`src/rtl/orx_pkg.sv`:
```
package orx_pkg;

    // ==========================================================
    // Widths
    localparam int DATA_W = 8;
    localparam int FILE_AW = 6;
    localparam int AUX_IW = 4;
    localparam int PC_W = 10;

    // ==========================================================
    // Auxiliary page
    localparam int AUX_DEPTH = 16;
    localparam logic [AUX_IW-1:0] AUX_LOAD_MIN = 4'h5;
    localparam logic [DATA_W-1:0] AUX_RESET = 8'h00;

    // ==========================================================
    // Hardware stack, program counter
    localparam int STACK_DEPTH = 4;
    localparam int SP_W = 2;
    localparam logic [PC_W-1:0] PC_RESET = 10'h000;
    localparam logic [PC_W-1:0] PC_STEP = 10'h001;
    localparam logic [SP_W-1:0] SP_STEP = 2'h1;

    // ==========================================================
    // Operations handled by this block
    typedef enum logic [2:0] {
        OP_OR_WORK_WITH_FILE,
        OP_OR_WORK_WITH_LITERAL,
        OP_AUX_PAGE_LOAD_TO_WORK,
        OP_AUX_PAGE_STORE_FROM_WORK,
        OP_LONG_SUBROUTINE_JUMP
    } orx_op_t;

    typedef enum logic {
        ST_ISSUE,
        ST_CALL_LOAD
    } orx_state_t;

endpackage

```
`src/rtl/orx_aux_if.sv`:
```
`timescale 1ns/1ns
interface orx_aux_if;
    import orx_pkg::*;
    logic wr_en;
    logic [AUX_IW-1:0] wr_idx;
    logic [DATA_W-1:0] wr_data;
    logic [AUX_IW-1:0] rd_idx;
    logic [DATA_W-1:0] rd_data;

    modport core (output wr_en, output wr_idx, output wr_data, output rd_idx, input rd_data);
    modport page (input wr_en, input wr_idx, input wr_data, input rd_idx, output rd_data);
endinterface

```
`src/rtl/orx_aux_page.sv`:
```
`timescale 1ns/1ns
module orx_aux_page
    import orx_pkg::*;
(
    // Clock and reset
    input wire logic clk,
    input wire logic nrst,
    // Core side
    orx_aux_if.page aux
);

    typedef struct packed {
        logic [AUX_DEPTH-1:0][DATA_W-1:0] regs;
    } orx_aux_state_t;

    orx_aux_state_t st_r;
    orx_aux_state_t st_nxt;

    always_comb begin
        st_nxt = st_r;
        if (aux.wr_en) begin
            st_nxt.regs[aux.wr_idx] = aux.wr_data;
        end
    end

    always_ff @(posedge clk or negedge nrst) begin
        if (!nrst) begin
            st_r <= '{regs: {AUX_DEPTH{AUX_RESET}}};
        end else begin
            st_r <= st_nxt;
        end
    end

    // Read is combinational so a load completes in the issuing cycle
    assign aux.rd_data = st_r.regs[aux.rd_idx];

endmodule

```
`src/rtl/orx_exec.sv`:
```
// ==========================================================
`timescale 1ns/1ns
module orx_exec
    import orx_pkg::*;
(
    // Clock and reset
    input wire logic CORE_CLK,
    input wire logic NRST,
    // Instruction issue
    input wire logic INSTR_VALID,
    input wire orx_op_t INSTR_OP,
    input wire logic [FILE_AW-1:0] INSTR_FILE_ADDR,
    input wire logic [DATA_W-1:0] INSTR_FILE_DATA,
    input wire logic INSTR_DEST,
    input wire logic [DATA_W-1:0] INSTR_IMM,
    input wire logic [AUX_IW-1:0] INSTR_AUX_IDX,
    input wire logic [PC_W-1:0] INSTR_TARGET,
    // Completion
    output logic BUSY,
    output logic DONE,
    // Core state
    output logic [DATA_W-1:0] WORK,
    output logic ZERO,
    output logic [PC_W-1:0] PC,
    output logic [SP_W-1:0] STACK_PTR,
    // File register write port
    output logic FILE_WE,
    output logic [FILE_AW-1:0] FILE_WADDR,
    output logic [DATA_W-1:0] FILE_WDATA
);

    // ==========================================================
    // Helpers
    function automatic logic is_zero(input logic [DATA_W-1:0] v);
        return (v == '0);
    endfunction

    function automatic logic [PC_W-1:0] pc_next(input logic [PC_W-1:0] v);
        return v + PC_STEP;
    endfunction

    // ==========================================================
    // State
    typedef struct packed {
        orx_state_t state;
        logic [DATA_W-1:0] work;
        logic zero;
        logic [PC_W-1:0] pc;
        logic [SP_W-1:0] sp;
        logic [STACK_DEPTH-1:0][PC_W-1:0] stack;
        logic [PC_W-1:0] target;
        logic busy;
        logic done;
        logic file_we;
        logic [FILE_AW-1:0] file_waddr;
        logic [DATA_W-1:0] file_wdata;
    } orx_core_state_t;

    orx_core_state_t st_r;
    orx_core_state_t st_nxt;

    orx_aux_if aux_bus ();

    orx_aux_page u_aux_page (
        .clk(CORE_CLK),
        .nrst(NRST),
        .aux(aux_bus.page)
    );

    logic take;
    logic [DATA_W-1:0] or_file;
    logic [DATA_W-1:0] or_lit;

    assign take = INSTR_VALID && (st_r.state == ST_ISSUE);
    assign or_file = st_r.work | INSTR_FILE_DATA;
    assign or_lit = st_r.work | INSTR_IMM;

    // Read index follows the issue port directly so the load fits in one cycle
    assign aux_bus.rd_idx = INSTR_AUX_IDX;
    assign aux_bus.wr_idx = INSTR_AUX_IDX;
    assign aux_bus.wr_data = st_r.work;
    assign aux_bus.wr_en = take && (INSTR_OP == OP_AUX_PAGE_STORE_FROM_WORK);

    // ==========================================================
    // Next state
    always_comb begin
        st_nxt = st_r;
        st_nxt.done = 1'b0;
        st_nxt.file_we = 1'b0;
        unique case (st_r.state)
            ST_ISSUE: begin
                if (take) begin
                    case (INSTR_OP)
                        OP_OR_WORK_WITH_FILE: begin
                            if (INSTR_DEST) begin
                                st_nxt.file_we = 1'b1;
                                st_nxt.file_waddr = INSTR_FILE_ADDR;
                                st_nxt.file_wdata = or_file;
                            end else begin
                                st_nxt.work = or_file;
                            end
                            st_nxt.zero = is_zero(or_file);
                            st_nxt.pc = pc_next(st_r.pc);
                            st_nxt.done = 1'b1;
                        end
                        OP_OR_WORK_WITH_LITERAL: begin
                            st_nxt.work = or_lit;
                            st_nxt.zero = is_zero(or_lit);
                            st_nxt.pc = pc_next(st_r.pc);
                            st_nxt.done = 1'b1;
                        end
                        OP_AUX_PAGE_LOAD_TO_WORK: begin
                            // Indices below the readable range are dropped untouched
                            if (INSTR_AUX_IDX >= AUX_LOAD_MIN) begin
                                st_nxt.work = aux_bus.rd_data;
                                st_nxt.pc = pc_next(st_r.pc);
                                st_nxt.done = 1'b1;
                            end
                        end
                        OP_AUX_PAGE_STORE_FROM_WORK: begin
                            st_nxt.pc = pc_next(st_r.pc);
                            st_nxt.done = 1'b1;
                        end
                        OP_LONG_SUBROUTINE_JUMP: begin
                            // Push first; stack wraps on overflow, as a small core would
                            st_nxt.stack[st_r.sp] = pc_next(st_r.pc);
                            st_nxt.sp = st_r.sp + SP_STEP;
                            st_nxt.target = INSTR_TARGET;
                            st_nxt.busy = 1'b1;
                            st_nxt.state = ST_CALL_LOAD;
                        end
                        default: begin
                        end
                    endcase
                end
            end
            ST_CALL_LOAD: begin
                st_nxt.pc = st_r.target;
                st_nxt.done = 1'b1;
                st_nxt.busy = 1'b0;
                st_nxt.state = ST_ISSUE;
            end
        endcase
    end

    always_ff @(posedge CORE_CLK or negedge NRST) begin
        if (!NRST) begin
            st_r <= '{state: ST_ISSUE, work: '0, zero: 1'b0, pc: PC_RESET, sp: '0,
                      stack: '0, target: '0, busy: 1'b0, done: 1'b0, file_we: 1'b0,
                      file_waddr: '0, file_wdata: '0};
        end else begin
            st_r <= st_nxt;
        end
    end

    assign BUSY = st_r.busy;
    assign DONE = st_r.done;
    assign WORK = st_r.work;
    assign ZERO = st_r.zero;
    assign PC = st_r.pc;
    assign STACK_PTR = st_r.sp;
    assign FILE_WE = st_r.file_we;
    assign FILE_WADDR = st_r.file_waddr;
    assign FILE_WDATA = st_r.file_wdata;
endmodule

```
`config.mk`:
```
export PLATFORM = sky130hd
export DESIGN_NAME = orx_exec
export DESIGN_NICKNAME = d
export VERILOG_FILES = /design/src/rtl/orx_pkg.sv /design/src/rtl/orx_aux_if.sv /design/src/rtl/orx_aux_page.sv /design/src/rtl/orx_exec.sv
export SDC_FILE = /design/constraint.sdc
export NUM_CORES = 1
export LEC_CHECK = 0
export BUFFER_PORTS_ARGS = -buffer_cell sky130_fd_sc_hd__buf_2
export CAP_MARGIN = 15
export CORE_MARGIN = 10
export CORE_UTILIZATION = 40
export CTS_CLUSTER_DIAMETER = 60
export CTS_CLUSTER_SIZE = 25
export DETAILED_ROUTE_END_ITERATION = 8
export SLEW_MARGIN = 40
export SYNTH_ARGS = -nofsm -noshare
export SYNTH_HDL_FRONTEND = slang
export SYNTH_SLANG_ARGS = --single-unit
```
`constraint.sdc`:
```
create_clock -name CORE_CLK -period 5.05 [get_ports CORE_CLK]
set_input_delay 0.505 -clock CORE_CLK [delete_from_list [all_inputs] [get_ports CORE_CLK]]
set_output_delay 0.505 -clock CORE_CLK [all_outputs]
set_load 0.02 [all_outputs]
```
== Word level (Yosys, flattened, before mapping) ==
Cells that the tools add are included.

* Bitwise operators: 3
* Mux-type cells: 25
* Reduce and logical (&&, ||, !) cells: 16
* Order comparisons: 5
* $add $sub $neg: 2
* Equal/unequal tests: 10

{| class="wikitable"
|+ Operators by type and width
! kind !! number
|-
| $bwmux W128 || 1
|-
| $mux W89 || 1
|-
| $mux W53 || 1
|-
| $mux W15 || 3
|-
| $bwmux W40 || 1
|-
| $pmux W10 S2 || 2
|-
| $bmux W8 S4 || 1
|-
| $demux W8 S4 || 1
|-
| $mux W8 || 4
|-
| $pmux W8 S3 || 1
|-
| $demux W10 S2 || 1
|-
| $mux W10 || 2
|-
| $logic_not A8 Y1 || 2
|-
| $or A8 B8 Y8 || 2
|-
| $add A10 B1 Y10 const B || 1
|-
| $reduce_and A3 Y1 || 3
|-
| $eq A3 B2 Y1 const B || 2
|-
| $ne A2 B2 Y1 const B || 3
|-
| $pmux W1 S2 || 3
|-
| $lt A4 B5 Y1 const B || 1
|-
| $reduce_and A5 Y1 || 1
|-
| $ge A4 B1 Y1 const B || 1
|-
| $ge A4 B3 Y1 const B || 1
|-
| $logic_and A1 B1 Y1 || 4
|-
| other kinds (17) || 18
|}

* Bits of input ports: 43
* Register bits: 217
* Word-level logic and storage cells: 92

== Longest topological paths before layout ==
Gate-level depths: netlist (run 1).

* Depth after elaboration: 8
* Mapped depth: 7

== Modules after synthesis ==
A second synthesis (run 1) with hierarchy kept.

* Cells, all modules: 641
* Area, all modules: 8,478.1 µm²

{| class="wikitable"
|+ By module, submodules not included
! module !! area each (µm²) !! seq. area each (µm²) !! times used !! cells each
|-
| orx_aux_page || 5,860.6 || 3,203.1 || 1 || 368
|-
| orx_exec || 2,617.5 || 1,226.2 || 1 || 273
|}

== Worst setup path before layout (run 1) ==
Ideal clock, no wire load.

* Kind: input to register
* From: input INSTR_OP[1]
* To: register u_aux_page.st_r[64] (netlist bit)
* Required time: 4.925 ns
* Slack: 3.087 ns
* Stages on the path: 6
* Path buffers: 2
* Data arrival time: 1.838 ns
* Cells stage by stage: buf_4 and4bb_4 nand4b_4 or3_1 buf_2 mux2_4

* Longest elaborated chain between the ends: 2

{| class="wikitable"
|+ RTL lines
! element !! line !! RTL
|-
| start, declared || orx_exec.sv:11 || <nowiki>input wire orx_op_t INSTR_OP,</nowiki>
|-
| $eq A3 B2 Y1 || orx_exec.sv:82 || <nowiki>assign aux_bus.wr_en = take && (INSTR_OP == OP_AUX_PAGE_STORE_FROM_WORK);</nowiki>
|-
| $logic_and A1 B1 Y1 || orx_exec.sv:82 ||
|-
| end signal, assigned || orx_aux_page.sv:28 || <nowiki>st_r <= '{regs: {AUX_DEPTH{AUX_RESET}}};</nowiki>
|-
| end signal, assigned || orx_aux_page.sv:30 || <nowiki>st_r <= st_nxt;</nowiki>
|-
| end, declared || orx_aux_page.sv:16 || <nowiki>orx_aux_state_t st_r;</nowiki>
|}

No other way between the ends.
A chain may end at the register's enable or synchronous reset.

== Final worst setup path (run 1) ==
* From: register st_r[88] (netlist bit)
* To: register u_aux_page.st_r[115] (netlist bit)

* Longest elaborated chain between the ends: 3

{| class="wikitable"
|+ RTL lines
! element !! line !! RTL
|-
| start, declared || orx_exec.sv:59 || <nowiki>orx_core_state_t st_r;</nowiki>
|-
| start signal, assigned || orx_exec.sv:148 || <nowiki>st_r <= '{state: ST_ISSUE, work: '0, zero: 1'b0, pc: PC_RESET, sp: '0,</nowiki>
|-
| start signal, assigned || orx_exec.sv:152 || <nowiki>st_r <= st_nxt;</nowiki>
|-
| $not A1 Y1 (no line) || -- ||
|-
| $logic_and A1 B1 Y1 || orx_exec.sv:74 || <nowiki>assign take = INSTR_VALID && (st_r.state == ST_ISSUE);</nowiki>
|-
| $logic_and A1 B1 Y1 || orx_exec.sv:82 ||
|}

No other way between the ends.

==> results of run 1 <==
==> path summary, 6_finish.rpt <==
check | to | startpoint | slack, ns | depth (start not counted)
setup reg to reg | u_aux_page.st_r[115] | st_r[88] | 2.66 | 4
min in group CORE_CLK | st_r[26] | INSTR_TARGET[9] | 0.31 | 2
hold reg to reg | STACK_PTR[1] | STACK_PTR[1] | 0.47 | 1
setup / recovery | u_aux_page.st_r[115] | st_r[88] | 2.66 | 4
hold / removal | st_r[22] | NRST | 0.11 | 1
max in group asynchronous | st_r[88] | NRST | 3.76 | 2
==> sequential cells by signal, summed over array words and instances (netlist names) <==
register and flops:
BUSY 1, STACK_PTR 2, ZERO 1, FILE_WE 1, st_r 11, u_aux_page.st_r 88
FILE_WDATA 8, FILE_WADDR 6, DONE 1, PC 10, WORK 8
==> stage by stage <==
stage / instances / util / power, mW / worst slack (ns)
after floorplan: 575 / - / 2.00 / 3.09
after detailed placement: 803 / 0.420 / 2.14 / 2.38
after global routing: 835 / 0.457 / 3.55 / 2.56
final: 835 / 0.457 / 3.38 / 2.66
after global placement: 803 / 0.420 / 2.11 / 2.41
after CTS: 835 / 0.455 / 3.41 / 2.47
==> cell usage in the layout, fill, tap and decap left out, types with 10 or more instances in the layout <==
cell type,Yosys,routed
a21oi_1,19,18
a221oi_1,10,10
buf_2,8,79
clkbuf_16,0,17
dfrtp_1,137,136
mux2_2,98,98
mux2i_1,25,25
nand2_1,17,17
nand3_1,12,11
nor2_1,11,11
o21ai_0,22,22
==> worst max-delay path, stage by stage, from the launching register on <==
cell,delay (ns)
dfrtp_2,0.60
and4bb_4,0.48
nand4_2,0.21
nor2_2,0.56
mux2_2,0.41
==> layer usage <==
layer  share of wire  routed length [microns]
met1            0.46                     7590
met2            0.47                     7860
met3           0.054                      902
met4           0.015                      248
met5               0                        0
==> kinds of logic after synthesis <==
| logic type | synth area share |
|---|---|
| mux | 0.237 |
| fa+ha+maj | 0.00179 |
| xor+xnor | 0.00751 |
| compound gates | 0.107 |
| buf+inv | 0.0685 |
| simple gates | 0.0884 |
| flops | 0.490 |
==> power groups by stage <==
| stage | Clock [mW] | Combinational (mW) | Sequential [mW] |
|---|---|---|---|
| final | 1.27 | 0.612 | 1.50 |
| after CTS | 1.29 | 0.619 | 1.50 |
| after global routing | 1.34 | 0.666 | 1.54 |
| after detailed placement | 0 | 0.617 | 1.52 |
| after floorplan | 0 | 0.599 | 1.40 |
| after global placement | 0 | 0.604 | 1.51 |
==> cell type report <==
cell class              instances  share of cell area
clock buffers                  18              0.0545
well taps                     225              0.0358
clock inverters                14              0.0221
flip-flops and latches        137               0.436
multi-input cells             352               0.395
repair buffers                 82              0.0539
inverters                       7             0.00334
==> out/metrics.cfg, run 1 <==
[grt]
grt_max_degree=84
grt_use_met1=0.178
grt_pass1_vias=4858
grt_pass1_wl_microns=27000
grt.total_usage=0.144
met3_usage=0.0426
grt_util_met2=0.234
grt-ovfl-total=0
gr-max-usage-layer=met2
antenna_found_initial=0

[cts]
insertion_delay_ns=0.43
cts_setup_buffers=0
ctsHoldBuffers=0
numCtsBuffers=17
ctsResizeCount=0
tritoncts=done
clock_path_buffers=2
htreeDepth=4
clk_pin_slew_worst_paths_ns=0.06
cts_sinks=137
clock-root-buffer=clkbuf_16

[yosys]
synthTopCellsByArea=dfrtp_1 49%, mux2_2 16%, buf_4 4.2%
ys_types=60
netlist.area_leader.share=0.490
syn_inst=575
synthTopCellsByCount=137 x dfrtp_1, 98 x mux2_2, 39 x buf_4
synth_top_flop_cell=dfrtp_1
synth_async_sr_flop_share=1.00
seq_area_frac_synth=0.490
ys_ff_latch=137
synth_edf_count=0
synth_area_sq_um=6990
synth_top_area_cell=dfrtp_1
ys_warn_count=0
synth.net_count=619
avgSynthCellArea_sq_um=12.2
synth.most_common_cell=dfrtp_1

[routing]
wl_microns=16600
vias=4642
wl_per_cell_microns=19.9
drcViolationCount=0
dr.pass1.iters=4
routed_via_density=5.56
postRouteAntennaNets=0
first_iter_violations=273

[power]
power_frac_comb=0.181
netSwitchingPower_mw=1.03
p_per_area_nw_per_um2=430
leakage_nw=3.66
vdd_drop_max_mv=0.232
pwr-share-clk=0.374
p_int_mw=2.35
seqPwrFrac=0.445
swShare=0.306

[floorplan]
die_width_microns=152
die_area_sq_um=23200
rows=48
die_y_microns=152
io_pins=81
coreArea_sq_um=17200
initial_core_util=0.406

[placement]
place.gp.congestion=0.828
dpl-instance-area_sq_um=7240
io_buffers=80
dpl.hpwl_microns=11700

[worst_setup_path]
cp.arrival_ns=2.70
endpoint_kind=flop
cp_max_fo=34
cp-start-kind=flop
crit_required_ns=5.36
path_class=flop to flop

[finish]
layout-drive-gt1-share=0.403
nFillCells=1574
n_antenna_cell=0
area_delta_synth_final_pct=12.6
fin_area_sq_um=7870
nNetsFinal=641
seq_area_sq_um=3430
multi_input_area_sq_um=3110

[timing]
grt_setup_unrepaired=false
max_freq_ghz=0.419
timing.hold.ws_ns=0.115
slew_headroom=0.534
worst_pin_slew_ns=0.699
fin_crit_sh=0.473
layout_min_cycle_time_ns=2.39
fin_setup_tns_ns=0
drv_slew=0
final-hold-violation-count=0
skew_ns=0.00710
setup_viol=0

[min_path]
hp-class=input pin to async pin

[run_status]
status=completed

[job]
cap_viol_max_count=0

Note: power is estimated with default switching activity, not from simulation.
==> run 2: changes to the inputs <==
- clock period: 5.05 -> 2.5 ns (I/O delays scaled with it)
==> out/metrics.cfg, run 2 (same netlist as run 1, synthesis figures left out) <==
[run_status]
status=completed

[min_path]
hp-class=input pin to flop

[floorplan]
io_pins=81
die_y_microns=152
die_width_microns=152
rows=48
coreArea_sq_um=17200
initial_core_util=0.406
die_area_sq_um=23200

[grt]
antenna_found_initial=1
grt-ovfl-total=0
grt_pass1_vias=4878
grt_pass1_wl_microns=27400
grt.total_usage=0.146
grt_max_degree=52

[placement]
io_buffers=80
place.gp.congestion=0.853
dpl.hpwl_microns=12000

[power]
leakage_nw=3.72
p_per_area_nw_per_um2=850
p_total_mw=6.76
vdd_drop_max_mv=0.448

[worst_setup_path]
cp_slowest_stage_delay_ns=0.47
path_class=flop to flop
cp.arrival_ns=2.30
endpoint_kind=flop
cp_max_fo=8
critPathTopFamily=simple AND/OR/NAND/NOR gates
crit_required_ns=2.80
crit_chain=and4bb_4 -> nand4_2 -> nor2_2 -> mux2_2
slowest_stage=nor2_2
crit_buf_inv=0
cp-start-kind=flop

[timing]
fin_crit_sh=0.801
drv_slew=0
layout_min_cycle_time_ns=2.00
grt_setup_unrepaired=false
setup_viol=0
skew_ns=0.00971
final-hold-violation-count=0
slew_headroom=0.508
worst_pin_slew_ns=0.738
max_freq_ghz=0.499
fin_setup_tns_ns=0

[routing]
vias=4688
first_iter_violations=248
wl_microns=16900
drcViolationCount=0
routed_via_density=5.53
postRouteAntennaNets=0
dr.pass1.iters=5
wl_per_cell_microns=19.9

[cts]
numCtsBuffers=17
cts_setup_buffers=0
htreeDepth=4
clock_path_buffers=2
tritoncts=done
insertion_delay_ns=0.42
clock-root-buffer=clkbuf_16
clk_pin_slew_worst_paths_ns=0.06
cts_sinks=137

[finish]
nFillCells=1532
area_delta_synth_final_pct=13.7
layout-drive-gt1-share=0.411
largest_reg_flops=88
layout_commonest_cell=dfrtp_1
final_core_util=0.461
nNetsFinal=654
mostFrequentLayoutCells=137 x dfrtp_1, 98 x mux2_2, 79 x buf_2
top_register=u_aux_page.st_r
multi_input_area_sq_um=3090
n_antenna_cell=0
seq_area_sq_um=3430

[job]
cap_viol_max_count=0

run 2: changes by cell type in the layout (fill, tap and decap cells not counted), moves of 2 or more:
cell	change
bufinv_16	-2
buf_4	+10
buf_12	+2
clkbuf_8	+2
run 2: timing repair:
action / 4_1_cts / 5_1_grt
resized for setup: 0 / 0
hold buffers: 1 / 0
setup endpoints to repair: 0 / 0
hold endpoints to repair: 48 / 0
run 2: where the power goes:
part / switching (mW) / leakage (nW) / internal, mW
sequential: 0.453 / 1.78 / 2.60
clock: 0.982 / 0.271 / 1.45
combinational: 0.682 / 1.67 / 0.587
run 2: metrics by stage:
stage | hold slack, ns | area [sq um] | worst slack (ns) | instances
after floorplan | -0.0456 | 6990 | 0.670 | 575
after global placement | 0.210 | 7360 | 0.493 | 815
after detailed placement | 0.225 | 7360 | 0.436 | 815
after CTS | 0.0518 | 7950 | 0.478 | 848
after global routing | 0.0557 | 7950 | 0.399 | 848
final | 0.0641 | 7950 | 0.497 | 848
run 2: layout make-up:
class | count | share of cell area
timing repair buffer | 95 | 0.0688
tap | 225 | 0.0354
inverter | 7 | 0.00330
clock inverter | 12 | 0.0146
sequential | 137 | 0.431
clock buffer | 20 | 0.0587
multi-input combinational | 352 | 0.388
run 2: per-layer routing:
metal | vias to the layer above | part of all wire | track usage
met2 | 137 | 0.46 | 0.226
li1 | 2167 | - | -
met3 | 22 | 0.048 | 0.0367
met5 | - | 0.0012 | 0
met4 | 2 | 0.019 | 0.0481
met1 | 2360 | 0.47 | 0.196
run 2: path summary, 6_finish.rpt:
check | start | end | slack [ns] | cells after the start
setup / recovery | st_r[88] | u_aux_page.st_r[94] | 0.50 | 4
hold reg to reg | FILE_WDATA[4] | FILE_WDATA[4] | 0.48 | 2
hold / removal | INSTR_TARGET[5] | st_r[22] | 0.06 | 2
min in group asynchronous | NRST | st_r[22] | 0.33 | 2
max in group asynchronous | NRST | u_aux_page.st_r[76] | 1.45 | 3
setup reg to reg | st_r[88] | u_aux_page.st_r[94] | 0.50 | 4
==> run 3: changes to the inputs <==
- clock period: 2.5 -> 1.6 ns (I/O delays scaled with it)
==> out/metrics.cfg, run 3 (same netlist as run 1, synthesis figures left out) <==
[floorplan]
die_width_microns=152
coreArea_sq_um=17200
rows=48
die_area_sq_um=23200
die_y_microns=152
io_pins=81
initial_core_util=0.406

[finish]
mostFrequentLayoutCells=137 x dfrtp_1, 85 x mux2_2, 79 x buf_2
final_core_util=0.510
n_antenna_cell=0
nNetsFinal=726
layout-drive-gt1-share=0.458
layout_commonest_cell=dfrtp_1
largest_reg_flops=88
top_register=u_aux_page.st_r
area_delta_synth_final_pct=25.7

[worst_setup_path]
critPathTopFamily=simple AND/OR/NAND/NOR gates
crit_path_start=st_r[88]
crit_chain=and4bb_4 -> nand4b_4 -> buf_4 -> nor2_4 -> buf_12 -> mux2_2
r2r_cells=6
crit_buf_inv=2
slowest_stage=and4bb_4
rrSetupSlack_ns=-0.20
cp-start-kind=flop
crit_required_ns=1.90
r2r_end=u_aux_page.st_r[75]
cp_max_fo=8
cp.arrival_ns=2.10
endpoint_kind=flop
cp_slowest_stage_delay_ns=0.41
path_class=flop to flop
r2r-start=st_r[88]

[power]
leakage_nw=4.14
p_total_mw=11.3
p_per_area_nw_per_um2=1280
vdd_drop_max_mv=0.756

[cts]
clock-root-buffer=clkbuf_16
clk_pin_slew_worst_paths_ns=0.06
cts_sinks=137
numCtsBuffers=17
insertion_delay_ns=0.42
clock_path_buffers=2
tritoncts=done
htreeDepth=4

[timing]
setup_viol=106
slew_headroom=0.608
skew_ns=0.00727
worst_pin_slew_ns=0.586
final-hold-violation-count=0
fin_crit_sh=1.12
grt_setup_unrepaired=true
max_freq_ghz=0.557
fin_ws_ns=-0.195
timing.hold.ws_ns=0.0643
drv_slew=0
layout_min_cycle_time_ns=1.80

[job]
cap_viol_max_count=0

[placement]
io_buffers=80
dp_slack_ns=-0.205
place.gp.congestion=0.833
dpl.hpwl_microns=12700

[routing]
routed_via_density=5.39
first_iter_violations=231
dr.pass1.iters=5
vias=4961
wl_per_cell_microns=18.8
drcViolationCount=0
postRouteAntennaNets=0
wl_microns=17300

[min_path]
whs_endpoint=FILE_WDATA[5]
whs_path_depth=3
hp-class=input pin to flop
hold_start=INSTR_FILE_DATA[5]

[grt]
grt_pass1_vias=5274
grt.total_usage=0.149
grt-ovfl-total=0
grt_max_degree=43
grt_pass1_wl_microns=28300
antenna_found_initial=0

[run_status]
violations=setup timing
status=finished, violations left

run 3: layout make-up:
type | instances | area, sq um
multi-input combinational | 352 | 3210
timing repair buffer | 167 | 1210
inverter | 7 | 26.3
sequential | 137 | 3430
clock buffer | 17 | 425
fill | 1469 | 8450
clock inverter | 15 | 214
tap | 225 | 282
run 3: timing repair:
item | in CTS | in global routing
hold buffers | 17 | 0
endpoints found under the setup margin | 106 | 115
pin swaps | 6 | 6
buffers inserted | 2 | 0
cloned | 0 | 0
resized for setup | 7 | 24
hold endpoints to repair | 54 | 0
run 3: how the worst max path moves through the flow:
| stage | slack, ns | cells past startpoint | endpoint |
|---|---|---|---|
| 3_5_place_dp | -0.21 | 5 | u_aux_page.st_r[111] |
| 4_1_cts | -0.19 | 5 | u_aux_page.st_r[67] |
| 6_report | -0.20 | 6 | u_aux_page.st_r[75] |
| 3_3_place_gp | -0.18 | 5 | u_aux_page.st_r[70] |
| 2_1_floorplan | -0.17 | 5 | u_aux_page.st_r[64] |
| 5_1_grt | -0.24 | 6 | u_aux_page.st_r[76] |
run 3: through the flow:
stage	std cells	TNS (ns)	cell area, sq um
finish	920	-14.14	8790
floorplan	575	-7.11	7030
global placement	870	-11.75	7830
detailed placement	870	-15.20	7830
global route	920	-20.42	8790
CTS	921	-12.73	8710
run 3: per-layer routing:
layer / wire [microns] / track usage
met1: 7890 / 0.188
met5: 0 / 0
met3: 749 / 0.0426
met4: 140 / 0.0449
met2: 8510 / 0.244
run 3: worst reg2reg max path: cells and delay by family, from the launching register on:
family | cells | cell delay, ns
simple gates | 3 | 0.65
flops | 1 | 0.39
buf+inv | 2 | 0.30
mux | 1 | 0.33
run 3: where the power goes:
part	internal (mW)	switching [mW]
clock	2.64	1.58
combinational	1.14	1.38
sequential	4.07	0.430
total	7.85	3.40
